==> src/design/cdt_consts.vh <==
// constants of the cascadable down-timer pair
// assumes inclusion by the timer pair top module only
`ifndef CDT_CONSTS_VH
`define CDT_CONSTS_VH
// apb word offsets
`define CDT_ADDR_W 8
`define CDT_OFF_CTRL0 8'h00
`define CDT_OFF_CTRL1 8'h04
`define CDT_OFF_CNT0 8'h08
`define CDT_OFF_CNT1 8'h0C
`define CDT_OFF_STAT 8'h10
`define CDT_OFF_CLR 8'h14
`define CDT_OFF_IEN 8'h18
// control field positions
`define CDT_CTRL_W 7
`define CDT_B_START 0
`define CDT_B_MODE_LO 1
`define CDT_B_MODE_HI 2
`define CDT_B_PULSE 3
`define CDT_B_TRIGSEL 4
`define CDT_B_EDGE 5
`define CDT_B_CASC 6
// channel modes
`define CDT_MODE_TIMER 2'h0
`define CDT_MODE_EVENT 2'h1
`define CDT_MODE_ONESHOT 2'h2
// widths and reset values
`define CDT_CNT_W 16
`define CDT_CTRL_RST 7'h00
`define CDT_CNT_RST 16'h0000
`define CDT_STAT_RST 2'h0
`define CDT_IEN_RST 2'h0
`endif

==> src/design/cdt_timer_pair.v <==
// two 16-bit down-counting timer channels behind apb, channel 1 cascadable from channel 0
// assumes trigger inputs synchronous to clk, single clock domain
`timescale 1ns/100ps
`default_nettype none
`include "cdt_consts.vh"

module cdt_timer_pair #(
    parameter CNT_W = `CDT_CNT_W
) (
    input wire clk,
    input wire nrst,
    input wire psel,
    input wire penable,
    input wire pwrite,
    input wire [`CDT_ADDR_W-1:0] paddr,
    input wire [31:0] pwdata,
    output reg [31:0] prdata,
    output reg pready,
    output reg pslverr,
    output reg irq,
    input wire chan0TriggerInput,
    input wire chan1TriggerInput,
    input wire sharedPortBit0,
    input wire sharedPortBit1,
    output reg chan0PulseOutput,
    output reg chan0PulseOutEnN,
    output reg chan1PulseOutput,
    output reg chan1PulseOutEnN
);

    localparam CW = `CDT_CTRL_W;

    reg [2*CW-1:0] ctrlAll;
    reg [2*CNT_W-1:0] cntAll;
    reg [2*CNT_W-1:0] reloadAll;
    reg [1:0] active;
    reg [1:0] trigPrev;
    reg [1:0] startPrev;
    reg [1:0] pulseLvl;
    reg [1:0] status;
    reg [1:0] ien;

    reg [1:0] tick;
    reg [1:0] uf;
    reg [1:0] trig;
    reg [1:0] edgeHit;
    reg [1:0] wrCnt;
    reg [1:0] clrBits;
    reg [1:0] next_status;
    reg [1:0] next_pulse;
    reg [1:0] next_active;
    reg [2*CNT_W-1:0] next_cnt;
    reg [31:0] rdMux;
    reg rdHit;
    reg src;
    reg [CW-1:0] c;
    reg [CNT_W-1:0] cv;
    integer i;

    wire wrEn;
    wire setup;
    wire [1:0] trigIn;
    wire [1:0] portIn;

    assign wrEn = psel & penable & pready & pwrite;
    assign setup = psel & ~penable;
    assign trigIn = {chan1TriggerInput, chan0TriggerInput};
    assign portIn = {sharedPortBit1, sharedPortBit0};

    function [1:0] modeOf;
        input [CW-1:0] cf;
        begin
            modeOf = cf[`CDT_B_MODE_HI:`CDT_B_MODE_LO];
        end
    endfunction

    function isOneShot;
        input [CW-1:0] cf;
        begin
            isOneShot = (modeOf(cf) == `CDT_MODE_ONESHOT);
        end
    endfunction

    function addrIs;
        input [`CDT_ADDR_W-1:0] a;
        input [`CDT_ADDR_W-1:0] off;
        begin
            addrIs = (a == off);
        end
    endfunction

    // channel event logic
    always @* begin
        tick = 2'b00;
        uf = 2'b00;
        trig = 2'b00;
        edgeHit = 2'b00;
        next_pulse = pulseLvl;
        next_active = active;
        next_cnt = cntAll;
        src = 1'b0;
        c = {CW{1'b0}};
        cv = {CNT_W{1'b0}};
        wrCnt[0] = wrEn & addrIs(paddr, `CDT_OFF_CNT0);
        wrCnt[1] = wrEn & addrIs(paddr, `CDT_OFF_CNT1);
        for (i = 0; i < 2; i = i + 1) begin
            c = ctrlAll[i*CW +: CW];
            cv = cntAll[i*CNT_W +: CNT_W];
            if (c[`CDT_B_EDGE])
                edgeHit[i] = trigIn[i] & ~trigPrev[i];
            else
                edgeHit[i] = ~trigIn[i] & trigPrev[i];
            // cascade source is channel 0 underflow
            if (i == 1 && c[`CDT_B_CASC])
                src = uf[0];
            else
                src = edgeHit[i];
            case (modeOf(c))
                `CDT_MODE_TIMER: begin
                    tick[i] = c[`CDT_B_START];
                end
                `CDT_MODE_EVENT: begin
                    tick[i] = c[`CDT_B_START] & src;
                end
                `CDT_MODE_ONESHOT: begin
                    tick[i] = active[i];
                end
                default: begin
                    tick[i] = c[`CDT_B_START];
                end
            endcase
            if (isOneShot(c))
                uf[i] = tick[i] & (cv <= {{(CNT_W-1){1'b0}}, 1'b1});
            else
                uf[i] = tick[i] & (cv == {CNT_W{1'b0}});
            if (c[`CDT_B_TRIGSEL] | (i == 1 && c[`CDT_B_CASC]))
                trig[i] = c[`CDT_B_START] & ~active[i] & src;
            else
                trig[i] = c[`CDT_B_START] & ~startPrev[i];
            if (~isOneShot(c))
                trig[i] = 1'b0;
            // write to stopped channel loads counter
            if (wrCnt[i] & ~c[`CDT_B_START])
                next_cnt[i*CNT_W +: CNT_W] = pwdata[CNT_W-1:0];
            else if (uf[i])
                next_cnt[i*CNT_W +: CNT_W] = reloadAll[i*CNT_W +: CNT_W];
            else if (tick[i])
                next_cnt[i*CNT_W +: CNT_W] = cv - {{(CNT_W-1){1'b0}}, 1'b1};
            if (~c[`CDT_B_START] | ~isOneShot(c) | uf[i])
                next_active[i] = 1'b0;
            else if (trig[i])
                next_active[i] = 1'b1;
            if (~c[`CDT_B_PULSE])
                next_pulse[i] = 1'b0;
            else if (isOneShot(c)) begin
                if (trig[i])
                    next_pulse[i] = 1'b1;
                else if (uf[i] | ~active[i])
                    next_pulse[i] = 1'b0;
            end
            else if (uf[i])
                next_pulse[i] = ~pulseLvl[i];
        end
    end

    // status set and clear
    always @* begin
        clrBits = 2'b00;
        if (wrEn & addrIs(paddr, `CDT_OFF_CLR))
            clrBits = pwdata[1:0];
        next_status = (status & ~clrBits) | uf;
    end

    // read mux
    always @* begin
        rdMux = 32'h00000000;
        rdHit = 1'b1;
        case (paddr)
            `CDT_OFF_CTRL0: rdMux[CW-1:0] = ctrlAll[CW-1:0];
            `CDT_OFF_CTRL1: rdMux[CW-1:0] = ctrlAll[2*CW-1:CW];
            `CDT_OFF_CNT0: rdMux[CNT_W-1:0] = cntAll[CNT_W-1:0];
            `CDT_OFF_CNT1: rdMux[CNT_W-1:0] = cntAll[2*CNT_W-1:CNT_W];
            `CDT_OFF_STAT: rdMux[5:0] = {active, portIn, status};
            `CDT_OFF_CLR: rdMux = 32'h00000000;
            `CDT_OFF_IEN: rdMux[1:0] = ien;
            default: rdHit = 1'b0;
        endcase
    end

    // apb slave
    always @(posedge clk or negedge nrst) begin
        if (!nrst) begin
            pready <= 1'b0;
            pslverr <= 1'b0;
            prdata <= 32'h00000000;
        end else begin
            pready <= setup;
            pslverr <= setup & ~rdHit;
            if (setup & ~pwrite)
                prdata <= rdMux;
        end
    end

    // software registers
    always @(posedge clk or negedge nrst) begin
        if (!nrst) begin
            ctrlAll <= {`CDT_CTRL_RST, `CDT_CTRL_RST};
            reloadAll <= {`CDT_CNT_RST, `CDT_CNT_RST};
            ien <= `CDT_IEN_RST;
        end else begin
            if (wrEn & addrIs(paddr, `CDT_OFF_CTRL0))
                ctrlAll[CW-1:0] <= pwdata[CW-1:0];
            if (wrEn & addrIs(paddr, `CDT_OFF_CTRL1))
                ctrlAll[2*CW-1:CW] <= pwdata[CW-1:0];
            if (wrCnt[0])
                reloadAll[CNT_W-1:0] <= pwdata[CNT_W-1:0];
            if (wrCnt[1])
                reloadAll[2*CNT_W-1:CNT_W] <= pwdata[CNT_W-1:0];
            if (wrEn & addrIs(paddr, `CDT_OFF_IEN))
                ien <= pwdata[1:0];
        end
    end

    // counter state
    always @(posedge clk or negedge nrst) begin
        if (!nrst) begin
            cntAll <= {`CDT_CNT_RST, `CDT_CNT_RST};
            active <= 2'b00;
            // trigger pins idle high
            trigPrev <= 2'b11;
            startPrev <= 2'b00;
            status <= `CDT_STAT_RST;
            pulseLvl <= 2'b00;
            irq <= 1'b0;
        end else begin
            cntAll <= next_cnt;
            active <= next_active;
            trigPrev <= trigIn;
            startPrev <= {ctrlAll[CW+`CDT_B_START],
                          ctrlAll[`CDT_B_START]};
            status <= next_status;
            pulseLvl <= next_pulse;
            irq <= |(next_status & ien);
        end
    end

    // pin drivers
    always @(posedge clk or negedge nrst) begin
        if (!nrst) begin
            chan0PulseOutput <= 1'b0;
            chan1PulseOutput <= 1'b0;
            chan0PulseOutEnN <= 1'b1;
            chan1PulseOutEnN <= 1'b1;
        end else begin
            chan0PulseOutput <= next_pulse[0];
            chan1PulseOutput <= next_pulse[1];
            chan0PulseOutEnN <= ~ctrlAll[`CDT_B_PULSE];
            chan1PulseOutEnN <= ~ctrlAll[CW+`CDT_B_PULSE];
        end
    end

endmodule // cdt_timer_pair

`default_nettype wire

==> config.mk <==
export PLATFORM = sky130hd
export DESIGN_NAME = cdt_timer_pair
export DESIGN_NICKNAME = d
export VERILOG_FILES = /design/src/design/cdt_timer_pair.v
export VERILOG_INCLUDE_DIRS = /design/src /design/src/design
export SDC_FILE = /design/constraint.sdc
export NUM_CORES = 1
export LEC_CHECK = 0
export ABC_AREA = 1
export BUFFER_PORTS_ARGS = -buffer_cell sky130_fd_sc_hd__buf_2
export CAP_MARGIN = 20
export CORE_ASPECT_RATIO = 1.2
export CORE_MARGIN = 2
export CORE_UTILIZATION = 62
export CTS_CLUSTER_SIZE = 30
export DETAILED_ROUTE_END_ITERATION = 10
export PLACE_DENSITY = 0.86
export SYNTH_ARGS = -nofsm -noshare
export SYNTH_HDL_FRONTEND = slang
export SYNTH_SLANG_ARGS = --single-unit
==> constraint.sdc <==
create_clock -name clk -period 6 [get_ports clk]
set_input_delay 1.8 -clock clk [delete_from_list [all_inputs] [get_ports clk]]
set_output_delay 1.8 -clock clk [all_outputs]
set_load 0.05 [all_outputs]
==> results.md, run 1 <==
* RSZ-0062 raised after global routing: no
* Reg2reg end: cntAll[15]$_DFFE_PN0P_
* Clock Sinks at 111
* Reg2reg setup slack at 2.91 ns
* Outcome: completed
* Clk slew on worst S/H paths at 0.07 ns
* WL/cell at 17.9 microns
* Die W at 94.6 microns
* Worst Path Arrival at 4.90 ns
* Detailed-route DRC error count at 0
* Total CTS buffers at 9
* FF+latch count, synth at 111
* Die area at 0.0107 sq mm
* Worst vdd ir at 0.165 mV
* Fin. max-slew vios at 0
* Syn-to-layout area delta at 9.92%
* Met3 Usage GRT at 5.84%
* CP top delay family: simple AND/OR/NAND/NOR gates
* CTS Hold Bufs at 0
* Core ar. at 0.00956 sq mm
* CTS Buffer Depth at 2
* Leak at 3.30 nW
* Starting density of the core at 63.8%
* I/O Buffers at 55
* Synth async-reset ratio at 100%
* Die Ht at 113 microns
* Placer Congestion at 1.01
* Sequential share of the synthesized area at 45.6%
* DR vias at 5473
* Diodes inserted at 0
* Critical-path top delay cell: nor2_2
* Root Buffer: clkbuf_16
* Critical path class: input port to register
* Hold Path Class: register to register
* H-Tree Depth at 3
* Hold Crit Start: ctrlAll[3]$_DFFE_PN0P_
* Row count at 39
* Layout cells sized above 1 at 13.2%
* Vias per inst at 6.02
* Power Density at 288 mW/mm^2
* Cell area after synthesis at 0.00610 sq mm
* Number of iterations in the first detailed-routing pass at 6
* R2R cell count at 8
* Hold Path End: chan0PulseOutEnN$_DFF_PN1_
* Tightest Pin Transition at 0.885 ns
* GRT Overall Usage at 31.9%
* Mapped Cells at 739
* DP Wirelength at 11300 microns
* Total gr overflow at 0
* Post-layout min period at 4.72 ns
* Crit start category: input port
* Distinct cells, synth at 51
* Vias in the first global route at 5252
* Postcts setup bufs at 0
* CTS tree: built
* First-pass GRT wire length at 26100 microns
* Final non-filler cell total at 909
* Initial antenna violation count at 0
* Max_cap viols at 0
* Worst hold path cell count at 1
* Setup Skew at 0.00910 ns
* CTS resizes at 0
* Warning count from the yosys run at 0
* Iteration-0 DRC count of the detailed router at 568
* Busiest grt layer: met2
* Number of buffer and inverter stages on the critical path at 3
* Fin. Hold Viols at 0
* Worst path required time at 6.18 ns
* CP max FO at 32
* Worst Setup End Kind: register
* Final TNS setup at 0 ns
* Post-route antenna net violation count at 0
* Worst skew pair latency at 0.35 ns
* Rel. slew slack at 40.9%
* Inst Count DP at 891
* Tcrit/Tclk final at 78.6%
* Slowest stage delay, CP at 0.60 ns
* Reg2reg start: pready$_DFF_PN0_
* Met2 Resource Use GR at 49.7%
* Largest net degree at the start of global routing at 83
* Most common cell after layout, fill and taps aside: nand2_1
* Nets at 839
* IO Pins at 88
* Crit path cell chain: buf_2, or2_4, nor3_4, nand2_2, nor2_2, inv_1, nor2_2, inv_1, o311a_1, o21ai_0, o221ai_1
* Max Freq at 212 MHz
* Commonest non-fill, non-tap cells in the layout: nand2_1, dfrtp_1, inv_1, o21ai_0, buf_2
* Met1 Track Usage GR at 42.3%
* Synth Area per Inst at 8.26 sq um
* EDFF count, synth at 0
* Post-synth top flop: dfrtp_1
* Routed wire length at 16200 microns
* Final Setup Violations at 0
==> through the flow <==
step / hold WS (ns) / power, mW / instance area [sq um] / worst slack [ns] / util (%)
6_report: 0.451 / 1.93 / 6710 / 1.28 / 70.1
5_1_grt: 0.482 / 2.02 / 6710 / 1.01 / 70.1
4_1_cts: 0.463 / 1.93 / 6670 / 1.36 / 69.7
3_5_place_dp: 0.444 / 1.28 / 6340 / 1.03 / 66.3
3_3_place_gp: 0.446 / 1.26 / 6340 / 1.15 / 66.3
2_1_floorplan: 0.396 / 1.17 / 6160 / 2.69 / -
==> sequential cells by signal, summed over array words and instances (netlist names), 2 cells and up <==
register and count:
status 2, cntAll 32, ien 2, startPrev 2
prdata 16, ctrlAll 14, active 2, trigPrev 2
reloadAll 32
==> cell type report <==
| class | count | area, sq um |
|---|---|---|
| clock buffer | 13 | 260 |
| clock inverter | 3 | 65.1 |
| fill | 761 | 2860 |
| inverter | 107 | 402 |
| multi-input combinational | 492 | 2700 |
| sequential | 111 | 2780 |
| tap | 123 | 154 |
| timing repair buffer | 60 | 343 |
==> metal layers <==
metal / part of all wire, % / vias up / wire length, microns
met3: 7.7 / 51 / 1250
met2: 47 / 289 / 7700
li1: - / 2552 / -
met4: 4.3 / 0 / 703
met1: 41 / 2581 / 6590
met5: 0 / - / 0
==> power breakdown <==
group          leakage [nW]  internal, mW  switching, mW  total [mW]
Sequential             1.39         0.814         0.0730       0.887
Combinational          1.75         0.128          0.264       0.393
Clock                 0.160         0.389          0.264       0.653
Total                  3.30          1.33          0.601        1.93
==> Yosys cell counts (4+ instances only) <==
cell type  count  share of area [%]
clkbuf_1      14               0.86
o21a_1         9                1.1
o22ai_1       23                2.4
nand3_1       24                2.0
o221ai_1      27                3.9
o21ai_0       73                6.0
buf_4         17                2.1
nand2_2        6               0.62
a31oi_1        9               0.92
buf_2          8               0.66
nor3_1         4               0.33
ha_1           9                1.8
nor2_1        40                2.5
nand4_1       10                1.0
nor2_2         9               0.92
nand2_1      151                9.3
a21oi_1       15                1.2
dfstp_2        4                1.7
xor2_1        13                1.9
inv_1        103                6.3
dfrtp_1      107                 44
o211ai_1      21                2.6
==> worst max path at each step <==
stage | start | to | slack, ns | depth (start not counted)
finish | paddr[7] | cntAll[15]$_DFFE_PN0P_ | 1.28 | 11
global route | paddr[7] | cntAll[15]$_DFFE_PN0P_ | 1.01 | 11
CTS | paddr[7] | cntAll[15]$_DFFE_PN0P_ | 1.36 | 11
detailed placement | paddr[7] | cntAll[15]$_DFFE_PN0P_ | 1.03 | 11
global placement | paddr[7] | cntAll[15]$_DFFE_PN0P_ | 1.15 | 11
floorplan | paddr[7] | cntAll[19]$_DFFE_PN0P_ | 2.69 | 11
==> logic make-up (layout without fill, tap and decap cells) <==
kind of cell             Yosys count  in the layout  share of synthesized area, %
buffers and inverters            151            183                          11.0
adder cells (fa/ha/maj)            9              9                          1.85
flip-flops                       111            111                          45.6
XOR/XNOR                          16             16                          2.30
AO/OA/AOI/OAI                    196            196                          20.6
AND/OR/NAND/NOR                  255            255                          18.6
other                              1             16                        0.0614
(Power assumes the default switching activity.)
==> run 2: changes to the inputs <==
Settings changed: CORE_UTILIZATION 62 to 52, PLACE_DENSITY 0.86 to 0.77.
Clock period 6 ns to 3.9 ns, I/O delays scaled along.
==> run 2 against run 1 <==
First-iteration DRC count shrank 19%. Combinational power rose by 53%. Global-route usage fell by 4.6 points. Die area increased by 18%. Core utilization is 12 points lower. Sequential share of layout area is 0.22 points lower. Setup slack worse by 0.51 ns. Largest cell class unchanged. Cell count rose by 4.1%.
==> results.md, run 2 (synthesis gave the netlist of run 1 again) <==
* Syn-to-layout area delta at 10.5%
* Die W at 103 microns (+8.8%)
* Reg2reg start: cntAll[0]$_DFFE_PN0P_
* Critical path class: input port to register
* Final TNS setup at 0 ns (unchanged)
* Worst skew pair latency at 0.35 ns (about the same)
* Vias in the first global route at 5190 (-1.2%)
* Crit path cell chain: buf_2, or2_4, nor3_4, nand2_2, nor2_2, inv_1, nor2_2, inv_1, o311a_1, o21ai_0, o221ai_1
* Worst hold path cell count at 1 (unchanged)
* CTS Buffer Depth at 2 (unchanged)
* Worst vdd ir at 0.339 mV (+110%)
* CP top delay family: simple AND/OR/NAND/NOR gates
* Initial antenna violation count at 0 (unchanged)
* Top Registers: cntAll: 32 flops, reloadAll: 32 flops, prdata: 16 flops
* Post-layout min period at 3.12 ns
* Post-route antenna net violation count at 0 (unchanged)
* Crit start category: input port
* Die area at 0.0126 sq mm (+18%)
* I/O Buffers at 55 (unchanged)
* Worst Path Arrival at 3.32 ns (-1.58 ns)
* CTS Hold Bufs at 0 (unchanged)
* Largest net degree at the start of global routing at 55 (-34%)
* CP max FO at 21 (-34%)
* Detailed-route DRC error count at 0 (unchanged)
* DP Wirelength at 11700 microns (+3.7%)
* Row count at 43 (+10%)
* Die Ht at 123 microns (+8.9%)
* Finished Cell Area at 0.00675 sq mm (+0.54%)
* Fill cells at 1041 (+37%)
* Clock Sinks at 111 (unchanged)
* Dpl cell area at 0.00643 sq mm (+1.5%)
* GRT Overall Usage at 27.2% (-4.6 points)
* Final Setup Violations at 0 (unchanged)
* Postcts setup bufs at 0 (unchanged)
* Reg2reg end: chan1PulseOutput$_DFF_PN0_
* Setup Skew at 0.00760 ns (-0.00150 ns)
* Max_cap viols at 0 (unchanged)
* First-pass GRT wire length at 26200 microns (+0.39%)
* Worst Setup End Kind: register
* DR vias at 5468 (-0.091%)
* Most common cell after layout, fill and taps aside: nand2_1
* Max Freq at 320 MHz
* WL/cell at 17.3 microns (-2.9%)
* CTS tree: built
* Total gr overflow at 0 (unchanged)
* Root Buffer: clkbuf_16
* Leak at 3.30 nW (-0.11%)
* Placer Congestion at 0.932 (-8.1%)
* Number of iterations in the first detailed-routing pass at 5 (-1)
* Total CTS buffers at 9 (unchanged)
* Rel. slew slack at 31.2% (-9.7 points)
* Core ar. at 0.0115 sq mm (+20%)
* Iteration-0 DRC count of the detailed router at 462 (-19%)
* Commonest non-fill, non-tap cells in the layout: nand2_1, dfrtp_1, inv_1, o21ai_0, buf_2
* Hold Crit Start: ctrlAll[10]$_DFFE_PN0P_
* Clk slew on worst S/H paths at 0.07 ns (about the same)
* Diodes inserted at 0 (unchanged)
* Outcome: completed
* Fin. Hold Viols at 0 (unchanged)
* Layout cells sized above 1 at 13.6% (+0.33 points)
* Power Density at 434 mW/mm^2 (+51%)
* Reg2reg setup slack at 1.10 ns (-1.81 ns)
* Fin. max-slew vios at 0 (unchanged)
* Vias per inst at 5.78 (-4.0%)
* IO Pins at 88 (unchanged)
* CTS resizes at 0 (unchanged)
* R2R cell count at 15 (+7)
* Worst path required time at 4.10 ns (-2.08 ns)
* Critical-path top delay cell: inv_1
* Slowest stage delay, CP at 0.41 ns (-0.19 ns)
* Tightest Pin Transition at 1.03 ns (+0.145 ns)
* Hold Path End: chan1PulseOutEnN$_DFF_PN1_
* H-Tree Depth at 3 (unchanged)
* Hold Path Class: register to register
* Routed wire length at 16400 microns (+1.0%)
* RSZ-0062 raised after global routing: no
* Starting density of the core at 53.0% (-11 points)
* Tcrit/Tclk final at 80.1%
* Nets at 842 (+0.36%)
* Number of buffer and inverter stages on the critical path at 3 (unchanged)
[run 2: cell type report]
cell class / instances / area [sq um] / area share, %
clock buffers: 14 / 274 / 4.06
clock inverters: 2 / 37.5 / 0.556
inverters: 107 / 402 / 5.95
multi-input cells: 492 / 2700 / 40.1
flip-flops and latches: 111 / 2780 / 41.3
well taps: 157 / 196 / 2.91
repair buffers: 63 / 350 / 5.19
[run 2: worst max path at each step]
stage,start,end,slack (ns),cells after the start
3_5_place_dp,paddr[7],cntAll[15]$_DFFE_PN0P_,0.43,11
2_1_floorplan,paddr[7],cntAll[19]$_DFFE_PN0P_,1.22,11
5_1_grt,paddr[7],cntAll[15]$_DFFE_PN0P_,0.60,11
6_report,paddr[7],cntAll[15]$_DFFE_PN0P_,0.78,11
3_3_place_gp,paddr[7],cntAll[15]$_DFFE_PN0P_,0.53,11
4_1_cts,paddr[7],cntAll[15]$_DFFE_PN0P_,0.80,11
[run 2: power by group]
part           switching, mW  leakage (nW)  total (mW)  internal (mW)
registers              0.104          1.39        1.36           1.25
clock network          0.415         0.149       0.967          0.552
logic                  0.406          1.76       0.601          0.195
total                  0.925          3.30        2.92           2.00
[run 2: metal layers]
| metal | share of wire [%] | up-vias | track usage (%) |
|---|---|---|---|
| met2 | 48 | 255 | 44.0 |
| met5 | 0 | - | 0 |
| li1 | - | 2557 | - |
| met3 | 7.3 | 41 | 4.67 |
| met4 | 3.7 | 0 | 11.8 |
| met1 | 41 | 2615 | 35.9 |
[run 2: per-stage QoR]
step                      total power, mW  hold slack (ns)  setup WS [ns]  util [%]  instances
final                                2.92            0.450          0.778      58.6        946
after global routing                 3.07            0.482          0.598      58.6        946
after CTS                            2.94            0.460          0.802      58.6        946
after detailed placement             1.97            0.452          0.432      55.9        930
after global placement               1.95            0.448          0.526      55.9        930
after floorplan                      1.80            0.396           1.22         -        754
==> run 3: changes to the inputs <==
Clock period 3.9 ns to 2.7 ns, I/O delays scaled along.
==> run 3 against run 2 <==
Sequential power up 44%. Wire length up 0.54%. Total power up 43%. Non-clock buffer count up 16. Hold slack worse by 0.073 ns. Sequential share of layout area down 0.79 points. First-iteration DRC count up 8.9%. Sequential cell count unchanged. Clock skew up 0.0034 ns. Clock power up 41%. Design area up 1.9%. Critical path type is now register to register. Critical endpoint is now cntAll[28]$_DFFE_PN0P_.
==> results.md, run 3 (synthesis gave the netlist of run 1 again) <==
* Outcome: completed
* Postcts setup bufs at 0 (unchanged)
* Placer Congestion at 0.973 (+4.4%)
* Fin. Hold Viols at 0 (unchanged)
* Die W at 103 microns (unchanged)
* Tightest Pin Transition at 0.791 ns (-0.239 ns)
* Layout cells sized above 1 at 15.5% (+2.0 points)
* Reg2reg end: cntAll[28]$_DFFE_PN0P_
* Starting density of the core at 53.0% (unchanged)
* Max Freq at 393 MHz
* Crit start category: register
* Sw power at 1.35 mW (+46%)
* Tcrit/Tclk final at 94.3%
* Slowest stage delay, CP at 0.36 ns (-0.05 ns)
* Most used cell, CP: nand2_1
* Final WS setup at 0.154 ns (-0.624 ns)
* Number of buffer and inverter stages on the critical path at 2 (-1)
* Routed wire length at 16500 microns (+0.54%)
* Largest net degree at the start of global routing at 60 (+9.1%)
* Die Ht at 123 microns (unchanged)
* GRT Overall Usage at 27.4% (+0.17 points)
* DP Wirelength at 11900 microns (+2.3%)
* WL/cell at 17.1 microns (-1.1%)
* Clk slew on worst S/H paths at 0.07 ns (about the same)
* I/O Buffers at 55 (unchanged)
* CP max FO at 8 (-62%)
* Reg2reg start: cntAll[1]$_DFFE_PN0P_
* Critical path class: register to register
* CTS resizes at 0 (unchanged)
* First-pass GRT wire length at 26500 microns (+1.2%)
* R2R cell count at 15 (unchanged)
* Top Registers: cntAll: 32 flops, reloadAll: 32 flops, prdata: 16 flops
* Dpl ws at -0.148 ns (-0.580 ns)
* Row count at 43 (unchanged)
* RSZ-0062 raised after global routing: no
* Post-layout min period at 2.55 ns
* Max_cap viols at 0 (unchanged)
* Initial antenna violation count at 0 (unchanged)
* Clock Power Share at 32.4% (-0.6 points)
* Crit path cell chain: inv_1, ha_1, nand2_2, nor2_4, nor2_2, nor2_1, nand2_1, nand2_1, nand3_2, nand2_2, nand3_4, buf_4, nand2_1, o211ai_1, nand2_1
* Logic gate share of total power at 20.9% (+0.3 points)
* Power Density at 609 mW/mm^2 (+40%)
* H-Tree Depth at 3 (unchanged)
* Core ar. at 0.0115 sq mm (unchanged)
* Vias per inst at 5.72 (-1.0%)
* Final non-filler cell total at 962 (+1.7%)
* Total CTS buffers at 9 (unchanged)
* Pint at 2.84 mW (+42%)
* Critical-path top delay cell: dfrtp_1
* CP top delay family: simple AND/OR/NAND/NOR gates
* Post-route antenna net violation count at 0 (unchanged)
* Commonest non-fill, non-tap cells in the layout: nand2_1, dfrtp_1, inv_1, o21ai_0, buf_2
* Most common cell after layout, fill and taps aside: nand2_1
* Rel. slew slack at 47.2% (+16 points)
* FF+latch area at 0.00278 sq mm (unchanged)
* Reg2reg setup slack at 0.15 ns (-0.95 ns)
* Worst vdd ir at 0.315 mV (-7.1%)
* Number of iterations in the first detailed-routing pass at 5 (unchanged)
* Die area at 0.0126 sq mm (unchanged)
* Vias in the first global route at 5274 (+1.6%)
* CTS tree: built
* Root Buffer: clkbuf_16
* Inst Count DP at 946 (+1.7%)
* Worst path required time at 2.98 ns (-1.12 ns)
* Iteration-0 DRC count of the detailed router at 503 (+8.9%)
* Fin. max-slew vios at 0 (unchanged)
* Nets at 858 (+1.9%)
* Final Setup Violations at 0 (unchanged)
* Worst Path Arrival at 2.83 ns (-0.49 ns)
* Share of power burned in registers at 46.7% (+0.3 points)
* IO Pins at 88 (unchanged)
* Clock Sinks at 111 (unchanged)
* DR vias at 5504 (+0.66%)
* CTS Hold Bufs at 0 (unchanged)
* CTS Buffer Depth at 2 (unchanged)
* Leak at 3.37 nW (+2.2%)
* Detailed-route DRC error count at 0 (unchanged)
* Sw Ratio at 32.2% (+0.57 points)
* Syn-to-layout area delta at 12.7%
* Worst skew pair latency at 0.35 ns (about the same)
* Diodes inserted at 0 (unchanged)
* Fill cells at 1067 (+2.5%)
* Hold Path Class: input port to async pin
* Multi-input logic area at 0.00273 sq mm (+0.83%)
* Worst path depth at 15 (+4)
* Setup Skew at 0.0110 ns (+0.00345 ns)
* Total gr overflow at 0 (unchanged)
* Worst Setup End Kind: register
## run 3: cell types whose count changed in the layout (fill, tap and decap cells not counted)
cell / previous run / this run
buf_4: 8 / 24
clkbuf_1: 2 / 0
clkbuf_8: 3 / 1
clkinv_2: 0 / 4
clkinvlp_4: 1 / 2
inv_2: 1 / 0
nand2_2: 6 / 5
nand2_4: 0 / 1
nand3_2: 3 / 2
nand3_4: 0 / 1
nor2_2: 9 / 7
nor2_4: 1 / 3
## run 3: worst max path at each step
stage	start	to	slack [ns]
floorplan	paddr[7]	cntAll[19]$_DFFE_PN0P_	0.38
global placement	paddr[2]	cntAll[1]$_DFFE_PN0P_	-0.03
detailed placement	paddr[2]	cntAll[1]$_DFFE_PN0P_	-0.15
CTS	cntAll[1]$_DFFE_PN0P_	cntAll[23]$_DFFE_PN0P_	0.14
global route	cntAll[1]$_DFFE_PN0P_	cntAll[16]$_DFFE_PN0P_	0.04
finish	cntAll[1]$_DFFE_PN0P_	cntAll[28]$_DFFE_PN0P_	0.15
## run 3: worst reg2reg max path: cells and delay by family, from the launching register on
kind | cells | cell delay, ns
buffers and inverters | 2 | 0.40
AND/OR/NAND/NOR | 11 | 1.38
AO/OA/AOI/OAI | 1 | 0.09
flip-flops | 1 | 0.36
adder cells (fa/ha/maj) | 1 | 0.25
## run 3: cell type report
class,instances,share of cell area (%)
Inverter,107,5.86
Sequential cell,111,40.5
Clock buffer,10,3.48
Timing Repair Buffer,79,6.84
Tap cell,157,2.86
Multi-Input combinational cell,492,39.6
Clock inverter,6,0.873
## run 3: metal layers
metal	vias up	part of all wire [%]	global-route usage, %
li1	2590	-	-
met1	2615	42	36.2
met2	264	48	44.6
met3	35	6.7	3.25
met4	0	3.7	13.3
met5	-	0	0
## run 3: metrics by stage
| step | hold slack [ns] | util [%] | power [mW] | setup TNS (ns) | cell area [sq um] |
|---|---|---|---|---|---|
| 6_report | 0.377 | 59.7 | 4.19 | 0 | 6880 |
| 5_1_grt | 0.396 | 59.7 | 4.39 | 0 | 6880 |
| 4_1_cts | 0.387 | 59.5 | 4.20 | 0 | 6850 |
| 3_5_place_dp | 0.451 | 56.9 | 2.85 | -0.154 | 6550 |
| 3_3_place_gp | 0.440 | 56.9 | 2.82 | -0.0302 | 6550 |
| 2_1_floorplan | 0.396 | - | 2.60 | 0 | 6160 |
## run 3: power groups by stage
stage / clock network (mW) / logic, mW / registers (mW)
floorplan: 0 / 0.538 / 2.06
global route: 1.44 / 0.976 / 1.97
global placement: 0 / 0.845 / 1.98
finish: 1.36 / 0.877 / 1.96
CTS: 1.37 / 0.877 / 1.95
detailed placement: 0 / 0.867 / 1.98
